[src/hwph_pkg.sv]
// Constants, register map and carrier types of the wake handshake block.
package hwph_pkg;
   localparam int CLK_MHZ = 125;
   localparam int ADDR_W  = 8;
   localparam int DATA_W  = 32;

   localparam logic [ADDR_W-1:0] OFS_CTRL     = 8'h00;
   localparam logic [ADDR_W-1:0] OFS_PADFN    = 8'h04;
   localparam logic [ADDR_W-1:0] OFS_INTERVAL = 8'h08;
   localparam logic [ADDR_W-1:0] OFS_STATUS   = 8'h0c;
   localparam logic [ADDR_W-1:0] OFS_IRQ_STAT = 8'h10;
   localparam logic [ADDR_W-1:0] OFS_IRQ_CLR  = 8'h14;
   localparam logic [ADDR_W-1:0] OFS_IRQ_EN   = 8'h18;

   localparam int CTRL_W  = 6;
   localparam int PADFN_W = 4;
   localparam int IVAL_W  = 16;
   localparam int IRQ_W   = 4;
   localparam int STAT_W  = 5;

   localparam logic [CTRL_W-1:0]  CTRL_RST  = 6'h06;
   localparam logic [PADFN_W-1:0] PADFN_RST = 4'h0;
   localparam logic [PADFN_W-1:0] PADFN_HS  = 4'h0;
   localparam logic [IVAL_W-1:0]  IVAL_RST  = 16'h0000;
   localparam logic [IRQ_W-1:0]   IRQ_RST   = 4'h0;

   localparam int IRQ_HOST_WAKE  = 0;
   localparam int IRQ_TIMER_WAKE = 1;
   localparam int IRQ_SLEEP      = 2;
   localparam int IRQ_POWER_UP   = 3;

   localparam logic [1:0] RESP_OKAY   = 2'b00;
   localparam logic [1:0] RESP_SLVERR = 2'b10;

   typedef enum logic [1:0] {
      ST_AWAKE = 2'b00,
      ST_SLEEP = 2'b01,
      ST_SHUT  = 2'b11,
      ST_PWRUP = 2'b10
   } hwph_state_type;

   typedef struct packed {
      logic shutdown;
      logic svcReq;
      logic sleepOk;
      logic hostPol;
      logic devPol;
      logic hsEn;
   } hwph_ctrl_type;

   typedef struct packed {
      logic              awvalid;
      logic [ADDR_W-1:0] awaddr;
      logic              wvalid;
      logic [DATA_W-1:0] wdata;
      logic [3:0]        wstrb;
      logic              bready;
      logic              arvalid;
      logic [ADDR_W-1:0] araddr;
      logic              rready;
   } hwph_axi_req_type;

   typedef struct packed {
      logic              awready;
      logic              wready;
      logic              bvalid;
      logic [1:0]        bresp;
      logic              arready;
      logic              rvalid;
      logic [DATA_W-1:0] rdata;
      logic [1:0]        rresp;
   } hwph_axi_rsp_type;

   typedef struct packed {
      logic tx;
      logic rx;
      logic pll;
      logic pa;
   } hwph_rf_type;
endpackage : hwph_pkg

[src/hwph_top.sv]
// Host wake handshake, clock request and low-power state sequencer.
//
// What this block does
// - Handshake lines usable only in UART mode.
// - Asserted host wake request wakes the device.
// - Sleep only when request deasserted and conditions met.
// - Both wake lines have software-selected polarity.
// - Device wake output asserted while service needed.
// - Clock request high when either radio needs it.
// - Pad function zero selects handshake pin functions.
// - RF power follows each transmit and receive packet while awake.
// - Sniff sleep runs on LPO, wakes on interval.
// - Shutdown tristates outputs and disables inputs.
// - Leaving shutdown reloads register defaults as at power-up; interrupt status is kept.
//
// The address map and the AXI4-Lite interface to the registers were decided locally.
`timescale 1ns/1ps
module hwph_top (
   input  wire logic                      sys_clk,      // 125 MHz clock
   input  wire logic                      resetn,       // Async reset
   input  wire hwph_pkg::hwph_axi_req_type axiReq,      // AXI4-Lite in
   output hwph_pkg::hwph_axi_rsp_type      axiRsp,      // AXI4-Lite out
   input  wire logic                      uartMode,     // UART transport
   input  wire logic                      hostToDeviceWakeReq, // Wake in
   output logic                           deviceToHostWakeReq, // Wake out
   output logic                           deviceToHostWakeReqOe, // Drive
   output logic                           refClkReq,    // Clock request
   output logic                           refClkReqOe,  // Drive enable
   input  wire logic                      coreSvcReq,   // Core needs host
   input  wire logic                      btClkNeed,    // Radio clock need
   input  wire logic                      wlanClkNeed,  // WLAN clock need
   input  wire logic                      pktTxActive,  // Tx packet window
   input  wire logic                      pktRxActive,  // Rx packet window
   input  wire logic                      lpoClkIn,     // Low-power osc
   output hwph_pkg::hwph_rf_type           rfPower,      // RF power enables
   output logic                           lpoRun,       // Running on LPO
   output logic                           coreAwake,    // Core clocked
   output logic                           inputsDisabled, // Shutdown mask
   output logic                           irq           // Interrupt level
);
   import hwph_pkg::*;

   hwph_state_type        state_q, state_d;
   hwph_ctrl_type         ctrl_q;
   logic [PADFN_W-1:0]    padFn_q;
   logic [IVAL_W-1:0]     interval_q, sleepCnt_q;
   logic [IRQ_W-1:0]      irqStat_q, irqEn_q, irqSet, irqClr;
   logic                  devS1_q, devS2_q, lpoS1_q, lpoS2_q, lpoS3_q;
   logic                  awHeld_q, wHeld_q, bvalid_q, rvalid_q;
   logic [ADDR_W-1:0]     awAddr_q;
   logic [DATA_W-1:0]     wData_q, rData_q, rdMux;
   logic [3:0]            wStrb_q;
   logic [1:0]            bResp_q, rResp_q;
   logic                  wrFire, rdFire, wrHit, rdHit, softRst;
   logic                  hsActive, devAsserted, needHost, lpoEdge;
   logic                  timerDone, shut, txIn, rxIn;

   function automatic logic [DATA_W-1:0] merge(input logic [DATA_W-1:0] o,
         input logic [DATA_W-1:0] n, input logic [3:0] s);
      logic [DATA_W-1:0] r;
      r = o;
      for (int i = 0; i < 4; i++) begin
         if (s[i]) begin
            r[8*i +: 8] = n[8*i +: 8];
         end
      end
      return r;
   endfunction : merge

   // Bus slave: address and data are taken independently, then written.
   assign wrFire = awHeld_q && wHeld_q && !bvalid_q;
   assign rdFire = axiReq.arvalid && !rvalid_q;
   assign wrHit  = awAddr_q == OFS_CTRL || awAddr_q == OFS_PADFN ||
                   awAddr_q == OFS_INTERVAL || awAddr_q == OFS_IRQ_CLR ||
                   awAddr_q == OFS_IRQ_EN;
   assign softRst = state_q == ST_PWRUP;

   always_comb begin
      axiRsp         = '0;
      axiRsp.awready = !awHeld_q && !bvalid_q;
      axiRsp.wready  = !wHeld_q && !bvalid_q;
      axiRsp.bvalid  = bvalid_q;
      axiRsp.bresp   = bResp_q;
      axiRsp.arready = !rvalid_q;
      axiRsp.rvalid  = rvalid_q;
      axiRsp.rdata   = rData_q;
      axiRsp.rresp   = rResp_q;
   end

   always_ff @(posedge sys_clk or negedge resetn) begin
      if (!resetn) begin
         awHeld_q <= 1'b0;
         wHeld_q  <= 1'b0;
         awAddr_q <= '0;
         wData_q  <= '0;
         wStrb_q  <= '0;
         bvalid_q <= 1'b0;
         bResp_q  <= RESP_OKAY;
      end else begin
         if (axiReq.awvalid && axiRsp.awready) begin
            awHeld_q <= 1'b1;
            awAddr_q <= axiReq.awaddr;
         end
         if (axiReq.wvalid && axiRsp.wready) begin
            wHeld_q <= 1'b1;
            wData_q <= axiReq.wdata;
            wStrb_q <= axiReq.wstrb;
         end
         if (wrFire) begin
            awHeld_q <= 1'b0;
            wHeld_q  <= 1'b0;
            bvalid_q <= 1'b1;
            bResp_q  <= wrHit ? RESP_OKAY : RESP_SLVERR;
         end else if (bvalid_q && axiReq.bready) begin
            bvalid_q <= 1'b0;
         end
      end
   end

   always_comb begin
      rdMux = '0;
      rdHit = 1'b1;
      case (axiReq.araddr)
         OFS_CTRL:     rdMux[CTRL_W-1:0] = ctrl_q;
         OFS_PADFN:    rdMux[PADFN_W-1:0] = padFn_q;
         OFS_INTERVAL: rdMux[IVAL_W-1:0] = interval_q;
         OFS_STATUS:   rdMux[STAT_W-1:0] = {hsActive, needHost,
                                            devAsserted, state_q};
         OFS_IRQ_STAT: rdMux[IRQ_W-1:0] = irqStat_q;
         OFS_IRQ_CLR:  rdMux = '0;
         OFS_IRQ_EN:   rdMux[IRQ_W-1:0] = irqEn_q;
         default:      rdHit = 1'b0;
      endcase
   end

   always_ff @(posedge sys_clk or negedge resetn) begin
      if (!resetn) begin
         rvalid_q <= 1'b0;
         rData_q  <= '0;
         rResp_q  <= RESP_OKAY;
      end else if (rdFire) begin
         rvalid_q <= 1'b1;
         rData_q  <= rdMux;
         rResp_q  <= rdHit ? RESP_OKAY : RESP_SLVERR;
      end else if (rvalid_q && axiReq.rready) begin
         rvalid_q <= 1'b0;
      end
   end

   // Configuration registers; a power-up from shutdown reloads defaults.
   always_ff @(posedge sys_clk or negedge resetn) begin
      if (!resetn) begin
         ctrl_q     <= CTRL_RST;
         padFn_q    <= PADFN_RST;
         interval_q <= IVAL_RST;
         irqEn_q    <= IRQ_RST;
      end else if (softRst) begin
         ctrl_q     <= CTRL_RST;
         padFn_q    <= PADFN_RST;
         interval_q <= IVAL_RST;
         irqEn_q    <= IRQ_RST;
      end else if (wrFire) begin
         case (awAddr_q)
            OFS_CTRL: ctrl_q <= hwph_ctrl_type'(CTRL_W'(merge(
                                DATA_W'(ctrl_q), wData_q, wStrb_q)));
            OFS_PADFN: padFn_q <= PADFN_W'(merge(DATA_W'(padFn_q),
                                wData_q, wStrb_q));
            OFS_INTERVAL: interval_q <= IVAL_W'(merge(DATA_W'(interval_q),
                                wData_q, wStrb_q));
            OFS_IRQ_EN: irqEn_q <= IRQ_W'(merge(DATA_W'(irqEn_q),
                                wData_q, wStrb_q));
            default: ;
         endcase
      end
   end

   // Synchronisers for the host wake input and the LPO clock.
   always_ff @(posedge sys_clk or negedge resetn) begin
      if (!resetn) begin
         devS1_q <= 1'b0;
         devS2_q <= 1'b0;
         lpoS1_q <= 1'b0;
         lpoS2_q <= 1'b0;
         lpoS3_q <= 1'b0;
      end else begin
         devS1_q <= hostToDeviceWakeReq;
         devS2_q <= devS1_q;
         lpoS1_q <= lpoClkIn;
         lpoS2_q <= lpoS1_q;
         lpoS3_q <= lpoS2_q;
      end
   end

   assign shut     = state_q == ST_SHUT;
   assign hsActive = uartMode && ctrl_q.hsEn &&
                     padFn_q == PADFN_HS;
   assign devAsserted = hsActive &&
                        (ctrl_q.devPol ? devS2_q : !devS2_q);
   assign needHost = ctrl_q.svcReq || (coreSvcReq && !shut);
   assign lpoEdge  = lpoS2_q && !lpoS3_q;
   assign txIn     = pktTxActive && !shut;
   assign rxIn     = pktRxActive && !shut;
   assign timerDone = state_q == ST_SLEEP && lpoEdge &&
                      interval_q != IVAL_RST &&
                      sleepCnt_q == interval_q - 16'h0001;

   always_comb begin
      state_d = state_q;
      case (state_q)
         ST_AWAKE: begin
            if (ctrl_q.shutdown) begin
               state_d = ST_SHUT;
            end else if (!devAsserted && ctrl_q.sleepOk && !needHost &&
                         !txIn && !rxIn) begin
               state_d = ST_SLEEP;
            end
         end
         ST_SLEEP: begin
            if (devAsserted || needHost || timerDone) begin
               state_d = ST_AWAKE;
            end
         end
         ST_SHUT: begin
            if (devAsserted) begin
               state_d = ST_PWRUP;
            end
         end
         ST_PWRUP: state_d = ST_AWAKE;
         default:  state_d = ST_AWAKE;
      endcase
   end

   always_ff @(posedge sys_clk or negedge resetn) begin
      if (!resetn) begin
         state_q <= ST_AWAKE;
      end else begin
         state_q <= state_d;
      end
   end

   always_ff @(posedge sys_clk or negedge resetn) begin
      if (!resetn) begin
         sleepCnt_q <= '0;
      end else if (state_q != ST_SLEEP || timerDone) begin
         sleepCnt_q <= '0;
      end else if (lpoEdge) begin
         sleepCnt_q <= sleepCnt_q + 16'h0001;
      end
   end

   // Pin and power outputs; drive enables drop while shut down.
   always_ff @(posedge sys_clk or negedge resetn) begin
      if (!resetn) begin
         deviceToHostWakeReq <= 1'b0;
         refClkReq      <= 1'b0;
         rfPower        <= '0;
         lpoRun         <= 1'b0;
         coreAwake      <= 1'b1;
         inputsDisabled <= 1'b0;
      end else begin
         deviceToHostWakeReq <= needHost ~^ ctrl_q.hostPol;
         refClkReq      <= (btClkNeed || wlanClkNeed) && !shut;
         rfPower.tx     <= txIn && state_d == ST_AWAKE;
         rfPower.pa     <= txIn && state_d == ST_AWAKE;
         rfPower.rx     <= rxIn && state_d == ST_AWAKE;
         rfPower.pll    <= (txIn || rxIn) && state_d == ST_AWAKE;
         lpoRun         <= state_d == ST_SLEEP;
         coreAwake      <= state_d == ST_AWAKE;
         inputsDisabled <= state_d == ST_SHUT;
      end
   end

   assign deviceToHostWakeReqOe = hsActive && !shut;
   assign refClkReqOe = padFn_q == PADFN_HS && !shut;

   // Sticky events; a set in the clearing cycle survives.
   always_comb begin
      irqSet = '0;
      irqSet[IRQ_HOST_WAKE]  = state_q == ST_SLEEP && devAsserted;
      irqSet[IRQ_TIMER_WAKE] = timerDone;
      irqSet[IRQ_SLEEP]      = state_q == ST_AWAKE && state_d == ST_SLEEP;
      irqSet[IRQ_POWER_UP]   = softRst;
      irqClr = (wrFire && awAddr_q == OFS_IRQ_CLR) ?
               IRQ_W'(wData_q & {24'h0, {8{wStrb_q[0]}}}) : IRQ_RST;
   end

   always_ff @(posedge sys_clk or negedge resetn) begin
      if (!resetn) begin
         irqStat_q <= IRQ_RST;
      end else begin
         irqStat_q <= (irqStat_q & ~irqClr) | irqSet;
      end
   end

   assign irq = |(irqStat_q & irqEn_q);

   AST_SYNC: assert property (@(posedge sys_clk) disable iff (!resetn)
      1'b1 ##2 1'b1 |-> devS2_q == $past(hostToDeviceWakeReq, 2))
      else $error("Wake input not delayed by two flops.");
   AST_UART_ONLY: assert property (@(posedge sys_clk) disable iff (!resetn)
      !uartMode |-> !deviceToHostWakeReqOe)
      else $error("Wake output driven outside UART mode.");
   AST_HOST_WAKES: assert property (@(posedge sys_clk) disable iff (!resetn)
      state_q == ST_SLEEP && devAsserted |=> state_q == ST_AWAKE)
      else $error("Asserted host request did not wake device.");
   AST_SLEEP_ENTRY: assert property (@(posedge sys_clk)
      disable iff (!resetn)
      state_q == ST_SLEEP && $past(state_q) == ST_AWAKE |->
      $past(ctrl_q.sleepOk) && !$past(devAsserted))
      else $error("Sleep entered without its conditions.");
   AST_DEV_POL: assert property (@(posedge sys_clk) disable iff (!resetn)
      hsActive && !ctrl_q.devPol && !devS2_q && state_q == ST_SLEEP
      |=> state_q == ST_AWAKE)
      else $error("Low-active wake request ignored.");
   AST_HOST_REQ: assert property (@(posedge sys_clk) disable iff (!resetn)
      needHost && $stable(ctrl_q) ##1 $stable(ctrl_q) |->
      deviceToHostWakeReq == ctrl_q.hostPol)
      else $error("Device wake output not asserted.");
   AST_CLK_REQ: assert property (@(posedge sys_clk) disable iff (!resetn)
      (btClkNeed || wlanClkNeed) && !shut |=> refClkReq)
      else $error("Clock request not raised.");
   AST_PADFN: assert property (@(posedge sys_clk) disable iff (!resetn)
      padFn_q != PADFN_HS |-> !deviceToHostWakeReqOe && !refClkReqOe)
      else $error("Pin driven with other pad function.");
   AST_RF_PKT: assert property (@(posedge sys_clk) disable iff (!resetn)
      pktTxActive && state_q == ST_AWAKE && !ctrl_q.shutdown
      |=> rfPower.tx && rfPower.pll)
      else $error("RF not powered for transmit packet.");
   AST_TIMER_WAKE: assert property (@(posedge sys_clk) disable iff (!resetn)
      timerDone |=> state_q == ST_AWAKE && !lpoRun && coreAwake)
      else $error("Interval expiry did not wake device.");
   AST_SHUT_TRI: assert property (@(posedge sys_clk) disable iff (!resetn)
      shut |-> !deviceToHostWakeReqOe && !refClkReqOe ##1
      (inputsDisabled || state_q != ST_SHUT))
      else $error("Output driven during shutdown.");
   AST_PWRUP: assert property (@(posedge sys_clk) disable iff (!resetn)
      softRst |=> ctrl_q == CTRL_RST && padFn_q == PADFN_RST &&
      state_q == ST_AWAKE)
      else $error("Power-up kept old state.");

   COV_SLEEP: cover property (@(posedge sys_clk) disable iff (!resetn)
      state_q == ST_AWAKE ##1 state_q == ST_SLEEP);
   COV_TIMER: cover property (@(posedge sys_clk) disable iff (!resetn)
      timerDone);
   COV_SHUT_UP: cover property (@(posedge sys_clk) disable iff (!resetn)
      shut ##1 softRst);
endmodule : hwph_top

[config.mk]
export PLATFORM = sky130hd
export DESIGN_NAME = hwph_top
export DESIGN_NICKNAME = d
export VERILOG_FILES = /design/src/hwph_pkg.sv /design/src/hwph_top.sv
export SDC_FILE = /design/constraint.sdc
export NUM_CORES = 1
export LEC_CHECK = 0
export BUFFER_PORTS_ARGS = -buffer_cell sky130_fd_sc_hd__clkbuf_2
export CORE_ASPECT_RATIO = 1.25
export CORE_MARGIN = 2
export CORE_UTILIZATION = 40
export DETAILED_ROUTE_END_ITERATION = 6
export PLACE_DENSITY_LB_ADDON = 0.15
export SYNTH_ARGS = -nofsm -noshare
export SYNTH_HDL_FRONTEND = slang
export SYNTH_SLANG_ARGS = --single-unit
[constraint.sdc]
create_clock -name sys_clk -period 2.94 [get_ports sys_clk]
set_input_delay 0.441 -clock sys_clk [delete_from_list [all_inputs] [get_ports sys_clk]]
set_output_delay 0.441 -clock sys_clk [all_outputs]
set_load 0.02 [all_outputs]
==> summary.md <==
| Metric | Value |
|---|---|
| Hpwl dp | `10700 um` |
| Routed Antenna Nets | `0` |
| TritonCTS clock tree | `built` |
| Final Hold Vio Count | `0` |
| Slew Limit Fails | `0` |
| Post_cts resized | `0` |
| Vias in the first global route | `4434` |
| Die X | `111 um` |
| EDFF count, synth | `0` |
| Worst Path Arrival | `3050 ps` |
| Max VDD drop | `0.421 mV` |
| Die Area | `15300 um2` |
| Gr ovfl total | `0` |
| Top FF cell, synth | `dfrtp_1` |
| Worst slew margin | `51.3%` |
| Sequential share of power | `37.0%` |
| Final critical-path share of the clock period | `91.7%` |
| Register bit count reported by yosys | `113` |
| Length in cells of the worst reg-to-reg path | `7` |
| Tot GR Track Use | `19.7%` |
| Post CTS Setup Buffer Count | `0` |
| Routed via count | `4438` |
| Placer congestion estimate | `0.900` |
| Ordered cell list for the critical path | `nor4_1 > nand2_1 > o41ai_1 > o2111ai_1 > nor4_4 > buf_12 > o22a_1` |
| Async SR Flop Fraction | `100%` |
| Share of cells above drive strength 1 | `25.0%` |
| DR vias/cell | `5.30` |
| Sw frac | `33.3%` |
| Max Clk Rate | `371 MHz` |
| First-pass GRT wire length | `23400 um` |
| CTS clk-pin slew, worst paths | `50 ps` |
| Post-synthesis sequential area ratio | `49.4%` |
| Syn Inst Count | `565` |
| TritonCTS Buffers | `17` |
| Worst Max-Slew Pin Slew | `731 ps` |
| DR WL/cell | `16.9 um` |
| Worst path bufs/invs | `1` |
| Final Cell Area | `6870 um2` |
| Combinational Power Share | `30.0%` |
| # fillers | `1297` |
| Leakage | `0.00323 uW` |
| Cells after DPL | `805` |
| Crit path max-delay cell type | `nor4_1` |
| Top-Level Pins | `120` |
| Drt first pass iters | `4` |
| Initial antenna violation count | `0` |
| CP peak stage delay | `620 ps` |
| Cells on Worst Hold Path | `1` |
| Clock power frac | `32.9%` |
| Post-synthesis cell area | `5730 um2` |
| Nets | `720` |
| Distinct cells, synth | `59` |
| DR DRC count | `0` |
| Site row count | `48` |
| Delay-heaviest family, CP | `simple AND/OR/NAND/NOR gates` |
| Critical Path Start Type | `register` |
| Initial Util | `41.1%` |
| Total Power | `5990 uW` |
| NetSw | `1990 uW` |
| Critical-path maximum fanout | `22` |
| Clk buf depth | `2` |
| Root Buffer | `clkbuf_16` |
| Chip height | `138 um` |
| Crit path kind | `reg2reg` |
| Placed Area | `6290 um2` |
| Hold Path Class | `in2reg` |
| RSZ-0062 raised after global routing | `no` |
| Drt total wl | `14100 um` |
| Worst skew pair latency | `420 ps` |
| Initial DRC Count | `152` |
| Final setup viols | `0` |
| # diodes | `0` |
| Clock sink count | `113` |
| Max-cap violations | `0` |
| Req. time, crit path | `3290 ps` |
| Power density over cell area | `872 nW/um2` |
| # H-tree levels | `4` |
| Ys Warns | `0` |
| Cell Count, Final, Fillers Out | `838` |
| IO Port Bufs | `83` |
| Placeable Area | `13900 um2` |
| Run status | `finished, final reports clean` |
| Syn Area/Cell | `10.1 um2` |
| Setup TNS | `0 ps` |
| Clock period minus worst slack | `2700 ps` |
| Area delta synth->final | `19.9%` |
| Largest net degree at the start of global routing | `59` |
| Worst clock skew | `8.78 ps` |
| Worst setup EP type | `register` |
| P_int | `4000 uW` |
| Levels on crit path | `7` |
## power by group through the flow
stage	logic, uW	clock network (uW)	registers, uW
6_report	1800	1970	2220
5_1_grt	1990	2090	2280
4_1_cts	1820	2000	2220
3_5_place_dp	1810	0	2250
3_3_place_gp	1770	0	2230
2_1_floorplan	1360	0	2180
## layout by cell type (no fill, tap or decap), types with 3 or more instances in the layout
cell,n
a211oi_1,4
a21oi_1,7
a22oi_1,6
a31oi_1,5
and2_1,6
and3_1,6
and4_1,3
buf_4,15
clkbuf_1,6
clkbuf_16,17
clkbuf_2,82
clkinv_2,4
conb_1,18
dfrtp_1,110
dfstp_2,3
ha_1,3
inv_1,14
mux2_2,35
mux2i_1,20
nand2_1,62
nand2b_1,7
nand3_1,23
nand4_1,9
nor2_1,39
nor2b_1,8
nor3_1,24
nor3b_1,3
nor4_1,9
nor4b_1,3
nor4bb_1,3
o211ai_1,5
o21a_1,4
o21ai_0,22
o22ai_1,3
or3_1,3
xnor2_1,17
xor2_1,15
## state kept, by name, summed over array words and instances (netlist names), 2 cells and up
register	flops
padFn_q	4
wData_q	16
sleepCnt_q	16
interval_q	16
irqStat_q	4
rfPower	3
rData_q	16
wStrb_q	2
irqEn_q	4
awAddr_q	8
ctrl_q	6
state_q	2
## area by class of cell
class,count,area [um2],area share [%]
clock inverters,7,87.6,1.28
clock buffers,25,475,6.93
multi-input cells,404,2630,38.3
flip-flops and latches,113,2830,41.2
inverters,14,52.6,0.765
well taps,175,219,3.19
repair buffers,100,573,8.35
## synth_stat cells, types with 6 or more instances
library cell | count | area share [%]
a21oi_1 | 7 | 0.61
a22oi_1 | 6 | 0.79
and2_1 | 6 | 0.66
and3_1 | 6 | 0.66
buf_4 | 22 | 2.9
clkbuf_1 | 26 | 1.7
dfrtp_1 | 110 | 48
inv_1 | 14 | 0.92
mux2_2 | 35 | 6.9
mux2i_1 | 20 | 3.5
nand2_1 | 62 | 4.1
nand2b_1 | 7 | 0.76
nand3_1 | 23 | 2.0
nand4_1 | 9 | 0.98
nor2_1 | 39 | 2.6
nor2b_1 | 8 | 0.87
nor3_1 | 24 | 2.1
nor4_1 | 9 | 0.98
o21ai_0 | 22 | 1.9
xnor2_1 | 17 | 2.6
xor2_1 | 15 | 2.3
## path summary, 6_finish.rpt
check / startpoint / end / slack (ps)
worst max-delay path: interval_q[10] / rfPower[1] / 240
worst min-delay path: hostToDeviceWakeReq / devS1_q / 120
worst max register to register: interval_q[10] / rfPower[1] / 240
worst min register to register: lpoS1_q / lpoS2_q / 360
max in group asynchronous: resetn / ctrl_q[2] / 1680
min in group asynchronous: resetn / sleepCnt_q[13] / 520
## per-stage QoR
step                      util (%)  setup slack (ps)  hold slack, ps
after floorplan                  -               485             145
after global placement        45.2               288             338
after detailed placement      45.2               254             352
after CTS                     49.3               249             109
after global routing          49.3              86.8             116
final                         49.3               245             123
## cells by family (layout without fill, tap and decap cells)
logic type,after synthesis,count (layout),share of synthesized area [%]
buffers and inverters,65,146,5.83
flip-flops,113,113,49.4
AND/OR/NAND/NOR,219,219,19.8
multiplexers,55,55,10.4
adder cells (fa/ha/maj),3,3,0.655
AO/OA/AOI/OAI,77,77,8.93
XOR/XNOR,32,32,4.89
other,1,18,0.0655
## routing by layer
layer	wire length, um	up-vias	GRT usage (%)	share of wire [%]
li1	-	2139	-	-
met1	5780	2140	23.5	41
met2	7290	130	33.8	52
met3	643	29	4.49	4.5
met4	430	0	9.53	3.0
met5	0	-	0	0
## worst reg2reg max path: stages, from the launching register on
cell       delay (ps)
dfrtp_1           460
nor4_1            620
nand2_1           250
o41ai_1           430
o2111ai_1         270
nor4_4            240
buf_12            200
o22a_1            160
## repair_timing
action,CTS,global route
endpoints found under the setup margin,0,0
hold buffers,1,0
hold endpoints to repair,30,0
Note: power is estimated with default switching activity, not from simulation.
